### src/crgc_pkg.sv
// package of constants and carriers for the codec rate/gain config bank
// assumes a 32-bit apb master on the same clock as the bank
`default_nettype none
package crgc_pkg;
  // ----------------------------------------
  // register byte addresses
  // ----------------------------------------
  localparam logic [7:0] OFS_OSR_VER = 8'h00;
  localparam logic [7:0] OFS_BIAS = 8'h04;
  localparam logic [7:0] OFS_DIV = 8'h08;
  localparam logic [7:0] OFS_GAIN = 8'h0c;
  localparam logic [7:0] OFS_DAC_GAIN = 8'h10;
  localparam logic [7:0] OFS_CTRL = 8'h14;
  localparam logic [7:0] OFS_STATUS = 8'h18;
  // ----------------------------------------
  // field positions and reset values
  // ----------------------------------------
  localparam int OSR_LSB = 0;
  localparam int VER_LSB = 2;
  localparam int DIV_SEL_BIT = 7;
  localparam int N_LSB = 3;
  localparam int SUB_LSB = 6;
  localparam logic [1:0] OSR_RST = 2'h0;
  localparam logic [5:0] BIAS_RST = 6'h00;
  localparam logic [6:0] M_RST = 7'h00;
  localparam logic [3:0] N_RST = 4'h0;
  localparam logic [2:0] P_RST = 3'h0;
  localparam logic [5:0] GAIN_RST = 6'h00;
  localparam logic [1:0] SUB_ADC = 2'h0;
  localparam logic [1:0] SUB_DAC = 2'h1;
  localparam logic [4:0] GAIN_MUTE = 5'h1f;
  localparam logic [4:0] GAIN_LIN_MAX = 5'h1b;
  localparam logic [9:0] OSR_512 = 10'h200;
  localparam logic [9:0] OSR_256 = 10'h100;
  localparam logic [9:0] OSR_128 = 10'h080;
  // ----------------------------------------
  // carriers
  // ----------------------------------------
  typedef struct packed {
    logic [6:0] m;
    logic [3:0] n;
    logic [2:0] p;
  } crgc_div_type;
  typedef struct packed {
    logic mute;
    logic [6:0] half_db; // magnitude in 0.5 db units
  } crgc_gain_type;
endpackage
`default_nettype wire

### src/crgc_regs.sv
// codec rate/gain configuration bank with apb slave
// assumes apb master on CLOCK_I; mclk-derived rates are computed, not generated
//
// Design decisions made here: the address map and the APB slave port.
`default_nettype none
module crgc_regs #(
  parameter logic [2:0] CHIP_VERSION = 3'h0 // arbitrary value
) (
  input wire logic CLOCK_I,
  input wire logic RST_I,
  input wire logic PSEL_I,
  input wire logic PENABLE_I,
  input wire logic PWRITE_I,
  input wire logic [7:0] PADDR_I,
  input wire logic [31:0] PWDATA_I,
  output logic [31:0] PRDATA_O,
  output logic PREADY_O,
  output logic PSLVERR_O,
  output logic [9:0] DAC_OSR_O,
  output logic [5:0] BIAS_DAC_O,
  output logic [7:0] DIV_M_O,
  output logic [4:0] DIV_N_O,
  output logic [3:0] DIV_P_O,
  output logic [18:0] FS_DIVISOR_O,
  output logic [3:0] BCLK_DIVISOR_O,
  output logic [7:0] ADC_GAIN_O,
  output logic [7:0] DAC_ATTEN_O
);
  // ----------------------------------------
  // register map
  // ----------------------------------------
  // byte offsets on the apb side, one word each
  // only the low byte of each word is used
  // upper 24 bits of a read are always zero
  // upper 24 bits of a write are ignored
  //
  // 0x00 oversampling select and version
  //   bits 1..0 oversampling select, read/write
  //   bits 4..2 chip version, read only
  //   bits 7..5 read as zero
  //   a write to bits 4..2 is dropped
  //
  // 0x04 bias dac code
  //   bits 5..0 code fed to the bias dac
  //   bits 7..6 read as zero
  //
  // 0x08 frame divider
  //   write, bit 7 clear: bits 6..3 to n, 2..0 to p
  //   write, bit 7 set: bits 6..0 to m
  //   read returns {0, n code, p code}
  //   m code is read back at 0x18
  //
  // 0x0c shared gain register
  //   bits 7..6 pick the target gain
  //   00 goes to the adc gain code
  //   01 goes to the dac gain code
  //   10 and 11 are dropped silently
  //   read returns the adc code with 00 on top
  //
  // 0x10 dac gain, direct access
  //   bits 5..0 dac gain code
  //   read returns the code with 01 on top
  //
  // 0x14 control
  //   bit 0 fast bit clock mode
  //
  // 0x18 status
  //   bits 6..0 m divider code, read only
  //
  // any other offset raises pslverr
  // writes there change nothing, reads give zero
  // ----------------------------------------
  // timing notes
  // ----------------------------------------
  // pready is tied high: no wait states
  // a write lands on the edge that ends access
  // every derived output moves on that same edge
  // read data is captured in the setup cycle
  // so it stands through the access phase
  // and stays until the next read setup
  // ----------------------------------------
  // decoded outputs
  // ----------------------------------------
  // dividers are shown as values, not codes
  // a zero code stands for the largest value
  // frame divisor is 16*m*n*p, up to 2^18
  // hence the nineteen-bit divisor port
  // bit clock divisor is zero outside fast mode
  // gains carry a mute flag and half-db steps
  // dac attenuation uses the same code table
  // the sign is implied by the port, not stored
  // ----------------------------------------
  // decode helpers
  // ----------------------------------------
  // zero code means full range
  function automatic logic [7:0] crgc_div_val(input logic [6:0] code, input logic [7:0] full);
    crgc_div_val = (code == 7'h00) ? full : {1'b0, code};
  endfunction

  // gain code to mute flag and half-db magnitude
  function automatic crgc_pkg::crgc_gain_type crgc_gain(input logic [5:0] code);
    crgc_pkg::crgc_gain_type g;
    g.mute = 1'b0;
    g.half_db = 7'h00;
    if (code[4:0] == crgc_pkg::GAIN_MUTE) begin
      g.mute = 1'b1;
    end else if (code[4:0] > crgc_pkg::GAIN_LIN_MAX) begin
      g.half_db = 7'h54 + 7'({code[4:0] - 5'h1c, 2'h0}) + 7'({code[4:0] - 5'h1c, 3'h0});
    end else begin
      g.half_db = 7'(code[4:0]) * 7'h03;
    end
    crgc_gain = g;
  endfunction

  // ----------------------------------------
  // registers
  // ----------------------------------------
  logic [1:0] osr_reg, osr_next;
  logic [5:0] bias_reg, bias_next;
  crgc_pkg::crgc_div_type div_reg, div_next;
  logic [5:0] adc_gain_reg, adc_gain_next;
  logic [5:0] dac_gain_reg, dac_gain_next;
  logic fast_bclk_reg, fast_bclk_next;

  // ----------------------------------------
  // apb decode
  // ----------------------------------------
  wire wr = PSEL_I & PENABLE_I & PWRITE_I;
  wire [7:0] wb = PWDATA_I[7:0];
  wire hit_osr = PADDR_I == crgc_pkg::OFS_OSR_VER;
  wire hit_bias = PADDR_I == crgc_pkg::OFS_BIAS;
  wire hit_div = PADDR_I == crgc_pkg::OFS_DIV;
  wire hit_gain = PADDR_I == crgc_pkg::OFS_GAIN;
  wire hit_dgain = PADDR_I == crgc_pkg::OFS_DAC_GAIN;
  wire hit_ctrl = PADDR_I == crgc_pkg::OFS_CTRL;
  wire hit_stat = PADDR_I == crgc_pkg::OFS_STATUS;
  wire mapped = hit_osr | hit_bias | hit_div | hit_gain | hit_dgain | hit_ctrl | hit_stat;
  wire [1:0] sub_sel = wb[crgc_pkg::SUB_LSB +: 2];
  assign PREADY_O = 1'b1;
  assign PSLVERR_O = PSEL_I & PENABLE_I & ~mapped;

  // next-state for each register
  assign osr_next = (wr && hit_osr) ? wb[crgc_pkg::OSR_LSB +: 2] : osr_reg;
  assign bias_next = (wr && hit_bias) ? wb[5:0] : bias_reg;
  // divider loads m, or n and p together, in one edge
  always_comb begin
    div_next = div_reg;
    if (wr && hit_div) begin
      if (wb[crgc_pkg::DIV_SEL_BIT]) begin
        div_next.m = wb[6:0];
      end else begin
        div_next.n = wb[crgc_pkg::N_LSB +: 4];
        div_next.p = wb[2:0];
      end
    end
  end
  // shared gain routed by top bits
  assign adc_gain_next = (wr && hit_gain && sub_sel == crgc_pkg::SUB_ADC) ? wb[5:0]
                       : adc_gain_reg;
  assign dac_gain_next = (wr && ((hit_gain && sub_sel == crgc_pkg::SUB_DAC) || hit_dgain))
                       ? wb[5:0] : dac_gain_reg;
  assign fast_bclk_next = (wr && hit_ctrl) ? wb[0] : fast_bclk_reg;

  // state update
  always_ff @(posedge CLOCK_I) begin
    if (RST_I) begin
      osr_reg <= crgc_pkg::OSR_RST;
      bias_reg <= crgc_pkg::BIAS_RST;
      div_reg <= '{m: crgc_pkg::M_RST, n: crgc_pkg::N_RST, p: crgc_pkg::P_RST};
      adc_gain_reg <= crgc_pkg::GAIN_RST;
      dac_gain_reg <= crgc_pkg::GAIN_RST;
      fast_bclk_reg <= 1'b0;
    end else begin
      osr_reg <= osr_next;
      bias_reg <= bias_next;
      div_reg <= div_next;
      adc_gain_reg <= adc_gain_next;
      dac_gain_reg <= dac_gain_next;
      fast_bclk_reg <= fast_bclk_next;
    end
  end

  // ----------------------------------------
  // derived outputs
  // ----------------------------------------
  // zero-means-max decode
  wire [7:0] m_val = crgc_div_val(div_reg.m, 8'h80);
  wire [7:0] n_val = crgc_div_val({3'h0, div_reg.n}, 8'h10);
  wire [7:0] p_val = crgc_div_val({4'h0, div_reg.p}, 8'h08);
  assign DIV_M_O = m_val;
  assign DIV_N_O = n_val[4:0];
  assign DIV_P_O = p_val[3:0];
  // frame divisor 16*m*n*p
  // product of the three values, at most 2^14
  wire [14:0] frame_divider_values = 15'(m_val) * 15'(n_val[4:0]) * 15'(p_val[3:0]);
  // times sixteen by a plain shift
  assign FS_DIVISOR_O = {frame_divider_values, 4'h0};
  // bit clock divisor, 0 means normal frame-based mode
  assign BCLK_DIVISOR_O = fast_bclk_reg ? p_val[3:0] : 4'h0;
  assign DAC_OSR_O = osr_reg[0] ? crgc_pkg::OSR_512
                   : (osr_reg[1] ? crgc_pkg::OSR_256 : crgc_pkg::OSR_128);
  assign BIAS_DAC_O = bias_reg;
  assign ADC_GAIN_O = crgc_gain(adc_gain_reg);
  assign DAC_ATTEN_O = crgc_gain(dac_gain_reg);

  // ----------------------------------------
  // read data
  // ----------------------------------------
  // version field in bits 4..2
  logic [7:0] rd;
  always_comb begin
    rd = 8'h00;
    // oversampling select with version above it
    if (hit_osr) begin
      rd = {3'h0, CHIP_VERSION, osr_reg};
    end
    // bias code, top bits zero
    if (hit_bias) begin
      rd = {2'h0, bias_reg};
    end
    // n and p codes as written
    if (hit_div) begin
      rd = {1'b0, div_reg.n, div_reg.p};
    end
    // shared gain reads the adc side
    if (hit_gain) begin
      rd = {crgc_pkg::SUB_ADC, adc_gain_reg};
    end
    // direct dac gain with its route bits
    if (hit_dgain) begin
      rd = {crgc_pkg::SUB_DAC, dac_gain_reg};
    end
    // control bits
    if (hit_ctrl) begin
      rd = {7'h00, fast_bclk_reg};
    end
    // m code as written
    if (hit_stat) begin
      rd = {1'b0, div_reg.m};
    end
  end
  // capture in setup so data stands in access
  always_ff @(posedge CLOCK_I) begin
    if (RST_I) begin
      PRDATA_O <= 32'h0000_0000;
    end else if (PSEL_I && !PENABLE_I && !PWRITE_I) begin
      PRDATA_O <= {24'h00_0000, rd};
    end
  end
endmodule
`default_nettype wire

### config.mk
export PLATFORM = sky130hd
export DESIGN_NAME = crgc_regs
export DESIGN_NICKNAME = d
export VERILOG_FILES = /design/src/crgc_pkg.sv /design/src/crgc_regs.sv
export SDC_FILE = /design/constraint.sdc
export NUM_CORES = 1
export LEC_CHECK = 0
export ABC_AREA = 1
export ABC_CLOCK_PERIOD_IN_PS = 8100
export BUFFER_PORTS_ARGS = -buffer_cell sky130_fd_sc_hd__buf_2
export CAP_MARGIN = 30
export CORE_ASPECT_RATIO = 2
export CORE_MARGIN = 8
export CORE_UTILIZATION = 48
export DETAILED_ROUTE_END_ITERATION = 16
export PLACE_DENSITY = 0.74
export SLEW_MARGIN = 10
export SYNTH_ARGS = -nofsm -noshare
export SYNTH_HDL_FRONTEND = slang
export SYNTH_SLANG_ARGS = --single-unit
### constraint.sdc
create_clock -name CLOCK_I -period 8.1 [get_ports CLOCK_I]
set_input_delay 0 -clock CLOCK_I [delete_from_list [all_inputs] [get_ports CLOCK_I]]
set_output_delay 0 -clock CLOCK_I [all_outputs]
set_load 0.02 [all_outputs]
==> metrics.csv, run 1 <==
metric;value;unit
status;completed;
critical setup path kind;reg2out;
vias per inst;5.14;
Clk pin slew, worst setup/hold paths;0.06;ns
WL met1;5090;um
Slew headroom;56.7;%
Clock Tree Root;clkbuf_16;
Pre-antenna DRT Iters;8;
setup TNS;0;ns
CORE AREA;12500;um^2
area growth from synthesis to layout;9.06;%
CTS tree;built;
highest metal used;met4;
most frequent cell after synthesis;inv_1;
DRT iter0 DRCs;249;
GRT Total Usage;20.2;%
CP most frequent cell;inv_1;
Slew Viols, Final;0;
Setup crit start;div_reg[3];
r2r setup slk;6.49;ns
Worst R2R Start;div_reg[2];
leakage;0.00373;uW
peak supply drop;0.146;mV
register area;841;um^2
Max Cap Viol;0;
clk_skew;0.00227;ns
Worst-Skew Late Latency;0.29;ns
die area;16700;um^2
IO buf count;89;
Initial Util;48.6;%
num rows;58;
EDFF count, synth;0;
Multi-input gate area;4250;um^2
Cell Area, Placed;6420;um^2
WP data required;8.10;ns
RSZ-0062 raised after global routing;no;
largest cells by area after synthesis;fa_1 (15%), dfxtp_1 (14%), ha_1 (12%);
vias in the first global route;5782;
Final Net Count;1078;
startpoint types;register;
average cell area after synthesis;6.99;um^2
final worst-path cycle share;88.4;%
power per cell area;70.6;nW/um^2
crit-path max FO;12;
Die H;175;um
Crit. End Element;primary output;
design area;6610;um^2
cell area after synthesis;6060;um^2
dominant cell type by area after synthesis;fa_1;
Clock Path Buffers;2;
Final Hold Fails;0;
Filler Cells Inserted;1265;
Post-Route WL;16400;um
Top Ports;151;
CTS sink cnt;42;
DP Wirelength;14000;um
Seq cells post-synth;42;
Vias;5560;
# diodes;0;
worst slew pin tran;0.648;ns
Seq/Total Area, Yosys;13.9;%
Setup violations, final;0;
YS warnings;0;
gp weighted congestion;0.907;
Synth Instances;867;
share of cells above drive strength 1;15.5;%
post-route ant nets;0;
HP Start;PWDATA_I[6];
Worst path slowest cell;fa_1;
number of flip-flops under the largest register name;14;
top-area cell type share of the netlist area;14.5;%
worst hold path class;in2reg;
max incr delay on CP;0.56;ns
Distinct cells, synth;49;
CTS H-tree lvls;2;
met2 wire len;9670;um
largest net degree at the start of global routing;40;
f_max;140;MHz
DRC;0;
Met3 Wirelength;788;um
Inserted Clock Buffers;5;
Synth top cells by count;inv_1 (165), nand2_1 (141), nor2_1 (79);
wire length of the first global-routing pass;26800;um
antenna violations before repair;0;
die width;95.5;um
wire length per cell;15.2;um
asr flop ratio synth;0;%
data arrival time of the worst path;7.16;ns
crit path time final;7.16;ns
total congestion overflow;0;
Top FF cell, synth;dfxtp_1;
placed cells by master, fill, tap and decap left out, types with 3 or more instances in the layout:
| cell | netlist | final |
|---|---|---|
| a211oi_1 | 5 | 5 |
| conb_1 | 2 | 37 |
| fa_1 | 44 | 44 |
| nor2_2 | 4 | 4 |
| inv_1 | 165 | 165 |
| nand4_1 | 5 | 5 |
| nor2_1 | 79 | 79 |
| xor2_1 | 25 | 25 |
| nand2_1 | 141 | 141 |
| clkbuf_16 | 0 | 5 |
| dfxtp_1 | 42 | 42 |
| xnor2_1 | 7 | 7 |
| ha_1 | 59 | 59 |
| o21bai_1 | 5 | 5 |
| inv_2 | 9 | 9 |
| nand3_2 | 5 | 5 |
| o21ai_0 | 40 | 40 |
| buf_2 | 6 | 90 |
| nor3_1 | 8 | 8 |
| a21oi_1 | 58 | 58 |
| a31oi_1 | 6 | 6 |
| nor2_4 | 5 | 5 |
| nand3_1 | 27 | 27 |
| o22ai_1 | 4 | 4 |
| nor2_8 | 3 | 3 |
| o21ai_1 | 20 | 20 |
logic make-up after synthesis:
group / count (synthesis) / synth area share [%]
fa+ha+maj: 103 / 26.7
buf+inv: 251 / 18.1
simple gates: 291 / 22.9
other cells: 2 / 0.124
xor+xnor: 33 / 5.00
flops: 42 / 13.9
compound gates: 145 / 13.3
final cells by class:
cell class                      count  area share, %
Clock inverter                      2          0.189
Timing Repair Buffer               94           7.61
Inverter                          178           10.2
Sequential cell                    42           12.7
Clock buffer                        6           2.10
Tap cell                          150           2.84
Multi-Input combinational cell    609           64.3
path summary, 6_finish.rpt:
kind / to / cells after the start
setup / recovery: FS_DIVISOR_O[18] / 28
hold / removal: div_reg[6] / 3
setup reg to reg: PRDATA_O[2] / 4
hold reg to reg: adc_gain_reg[5] / 2
through the flow:
step / util (%) / setup WS, ns / total power, uW / cells / hold slack (ns)
floorplan: - / 1.71 / 261 / 902 / 0.0691
global placement: 51.4 / 1.35 / 263 / 1070 / 0.263
detailed placement: 51.4 / 1.28 / 263 / 1070 / 0.267
CTS: 52.7 / 0.946 / 465 / 1079 / 0.0359
global route: 53.0 / 0.580 / 479 / 1081 / 0.0484
finish: 53.0 / 0.937 / 467 / 1081 / 0.0400
repair_timing:
action | in CTS | in global routing
resized for setup | 0 | 0
setup buffers | 0 | 0
hold endpoints to repair | 3 | 0
hold buffers | 1 | 0
per-layer routing:
metal  vias to the layer above  GRT usage [%]
met5                         -              0
met4                         0           11.7
met3                        51           1.93
met2                       160           41.2
met1                      2612           17.4
li1                       2737              -
power breakdown:
group | leakage, uW | switching (uW) | internal (uW) | total (uW)
sequential | 0.000339 | 1.06 | 208 | 209
clock | 0.0000729 | 82.9 | 122 | 205
combinational | 0.00332 | 40.2 | 12.4 | 52.6
critical path, delay by kind of cell (launching register included):
family	cells	cell delay [ns]
compound gates	4	0.86
fa+ha+maj	7	3.28
buf+inv	7	0.64
flops	1	0.49
simple gates	10	1.59
Power figures use the tool's default switching activity.
==> inputs of run 2 (changes only) <==
--- a/config.mk
+++ b/config.mk
@@ -14,6 +14,7 @@
 export CORE_UTILIZATION = 48
 export DETAILED_ROUTE_END_ITERATION = 16
 export PLACE_DENSITY = 0.74
+export REMOVE_ABC_BUFFERS = 1
 export SLEW_MARGIN = 10
 export SYNTH_ARGS = -nofsm -noshare
 export SYNTH_HDL_FRONTEND = slang
==> metrics.csv, run 2 (same netlist as run 1, synthesis figures left out) <==
metric;value;unit;change
Top Ports;151;;unchanged
worst slew pin tran;0.717;ns;+0.0693 ns
CORE AREA;12500;um^2;unchanged
status;completed;;
Worst-Skew Late Latency;0.29;ns;about the same
PostCTS Resize Cnt;0;;unchanged
power per cell area;74.2;nW/um^2;+5.1%
vias per inst;5.12;;-0.47%
largest net degree at the start of global routing;40;;unchanged
setup TNS;0;ns;unchanged
data arrival time of the worst path;7.01;ns;-0.15 ns
# diodes;0;;unchanged
wire length per cell;15.0;um;-1.1%
max incr delay on CP;0.55;ns;about the same
f_max;143;MHz;+2.1%
crit path time final;7.01;ns;-0.151 ns
Finished Core Util;53.0;%;+0.060 points
RSZ-0062 raised after global routing;no;;
vias in the first global route;5759;;-0.40%
IO buf count;89;;unchanged
Slew Viols, Final;0;;unchanged
wire length of the first global-routing pass;26500;um;-1.3%
Die H;175;um;unchanged
DRT iter0 DRCs;182;;-27%
Post-Route WL;16200;um;-1.2%
total congestion overflow;0;;unchanged
peak supply drop;0.160;mV;+9.6%
die area;16700;um^2;unchanged
Inserted Clock Buffers;5;;unchanged
Clock Tree Root;clkbuf_16;;
share of cells above drive strength 1;15.3;%;-0.20 points
final worst-path cycle share;86.6;%;-1.9 points
Vias;5529;;-0.56%
CTS tree;built;;
Slew headroom;52.1;%;-4.6 points
antenna violations before repair;0;;unchanged
clk_skew;0.00146;ns;-0.000813 ns
crit-path max FO;11;;-1
area growth from synthesis to layout;9.19;%;
startpoint types;register;;
DRC;0;;unchanged
Initial Util;48.6;%;unchanged
Clk pin slew, worst setup/hold paths;0.06;ns;about the same
leakage;0.00373;uW;about the same
gp weighted congestion;0.892;;-1.6%
Clock Path Buffers;2;;unchanged
Final Hold Fails;0;;unchanged
Final Net Count;1077;;-0.093%
Worst path slowest cell;fa_1;;
critical setup path kind;reg2out;;
die width;95.5;um;unchanged
highest-count cells in the layout ignoring fill and taps;inv_1 (165), nand2_1 (141), buf_2 (90);;
number of flip-flops under the largest register name;14;;unchanged
GRT Total Usage;19.9;%;-0.27 points
DP Wirelength;13800;um;-1.7%
num rows;58;;unchanged
post-route ant nets;0;;unchanged
CTS H-tree lvls;2;;unchanged
Pre-antenna DRT Iters;4;;-4
CTS sink cnt;42;;unchanged
worst hold path class;in2reg;;
Crit. End Element;primary output;;
WP data required;8.10;ns;about the same
Max Cap Viol;0;;unchanged
Setup violations, final;0;;unchanged
commonest non-fill, non-tap cell in the layout;inv_1;;
CP most frequent cell;inv_1;;
run 2: cell count changes in the layout (fill, tap and decap cells not counted), sizes merged:
cell    previous run  this run
buf               93        92
bufinv             0         1
clkinv             4         3
run 2: power by group:
part           internal, uW  leakage (uW)  switching, uW
Clock                   146     0.0000771           84.4
Sequential              208      0.000339          0.902
Combinational          12.4       0.00332           39.6
Total                   366       0.00373            125
run 2: worst max-delay path: cells and delay by family, from the launching register on:
kind	cells	cell delay (ns)
AO/OA/AOI/OAI	3	0.53
adder cells (fa/ha/maj)	7	3.24
XOR/XNOR	2	0.30
buffers and inverters	7	0.65
flip-flops	1	0.46
AND/OR/NAND/NOR	10	1.55
run 2: layout make-up:
cell class / instances / area, um^2
multi-input cells: 609 / 4250
clock buffers: 6 / 129
inverters: 178 / 676
clock inverters: 2 / 37.5
flip-flops and latches: 42 / 841
fillers: 1292 / 5860
repair buffers: 93 / 495
well taps: 150 / 188
run 2: repair_timing:
action	CTS	global route
buffers inserted	0	0
hold buffers	1	0
endpoints found under the setup margin	0	0
hold endpoints to repair	3	0
run 2: path summary, 6_finish.rpt:
check | startpoint | to | slack, ns | cells after the start
max | div_reg[6] | FS_DIVISOR_O[16] | 1.09 | 29
min | PWDATA_I[6] | div_reg[13] | 0.02 | 3
max reg2reg | div_reg[2] | PRDATA_O[2] | 6.36 | 4
min reg2reg | adc_gain_reg[5] | adc_gain_reg[5] | 0.45 | 2
run 2: metal layers:
metal / share of wire [%] / track usage [%] / routed length (um)
met5: 0 / 0 / 0
met4: 6.3 / 11.3 / 1020
met2: 57 / 41.1 / 9240
met1: 32 / 16.5 / 5160
met3: 4.8 / 2.49 / 779
run 2: metrics by stage:
step | cell area, um^2 | power [uW] | worst slack, ns | instances | hold slack [ns]
finish | 6620 | 491 | 1.09 | 1080 | 0.0234
global route | 6620 | 506 | 0.735 | 1080 | 0.0345
CTS | 6590 | 490 | 1.09 | 1078 | 0.0209
detailed placement | 6410 | 263 | 1.41 | 1069 | 0.223
global placement | 6410 | 262 | 1.50 | 1069 | 0.221
floorplan | 5770 | 246 | 1.73 | 829 | 0.0691
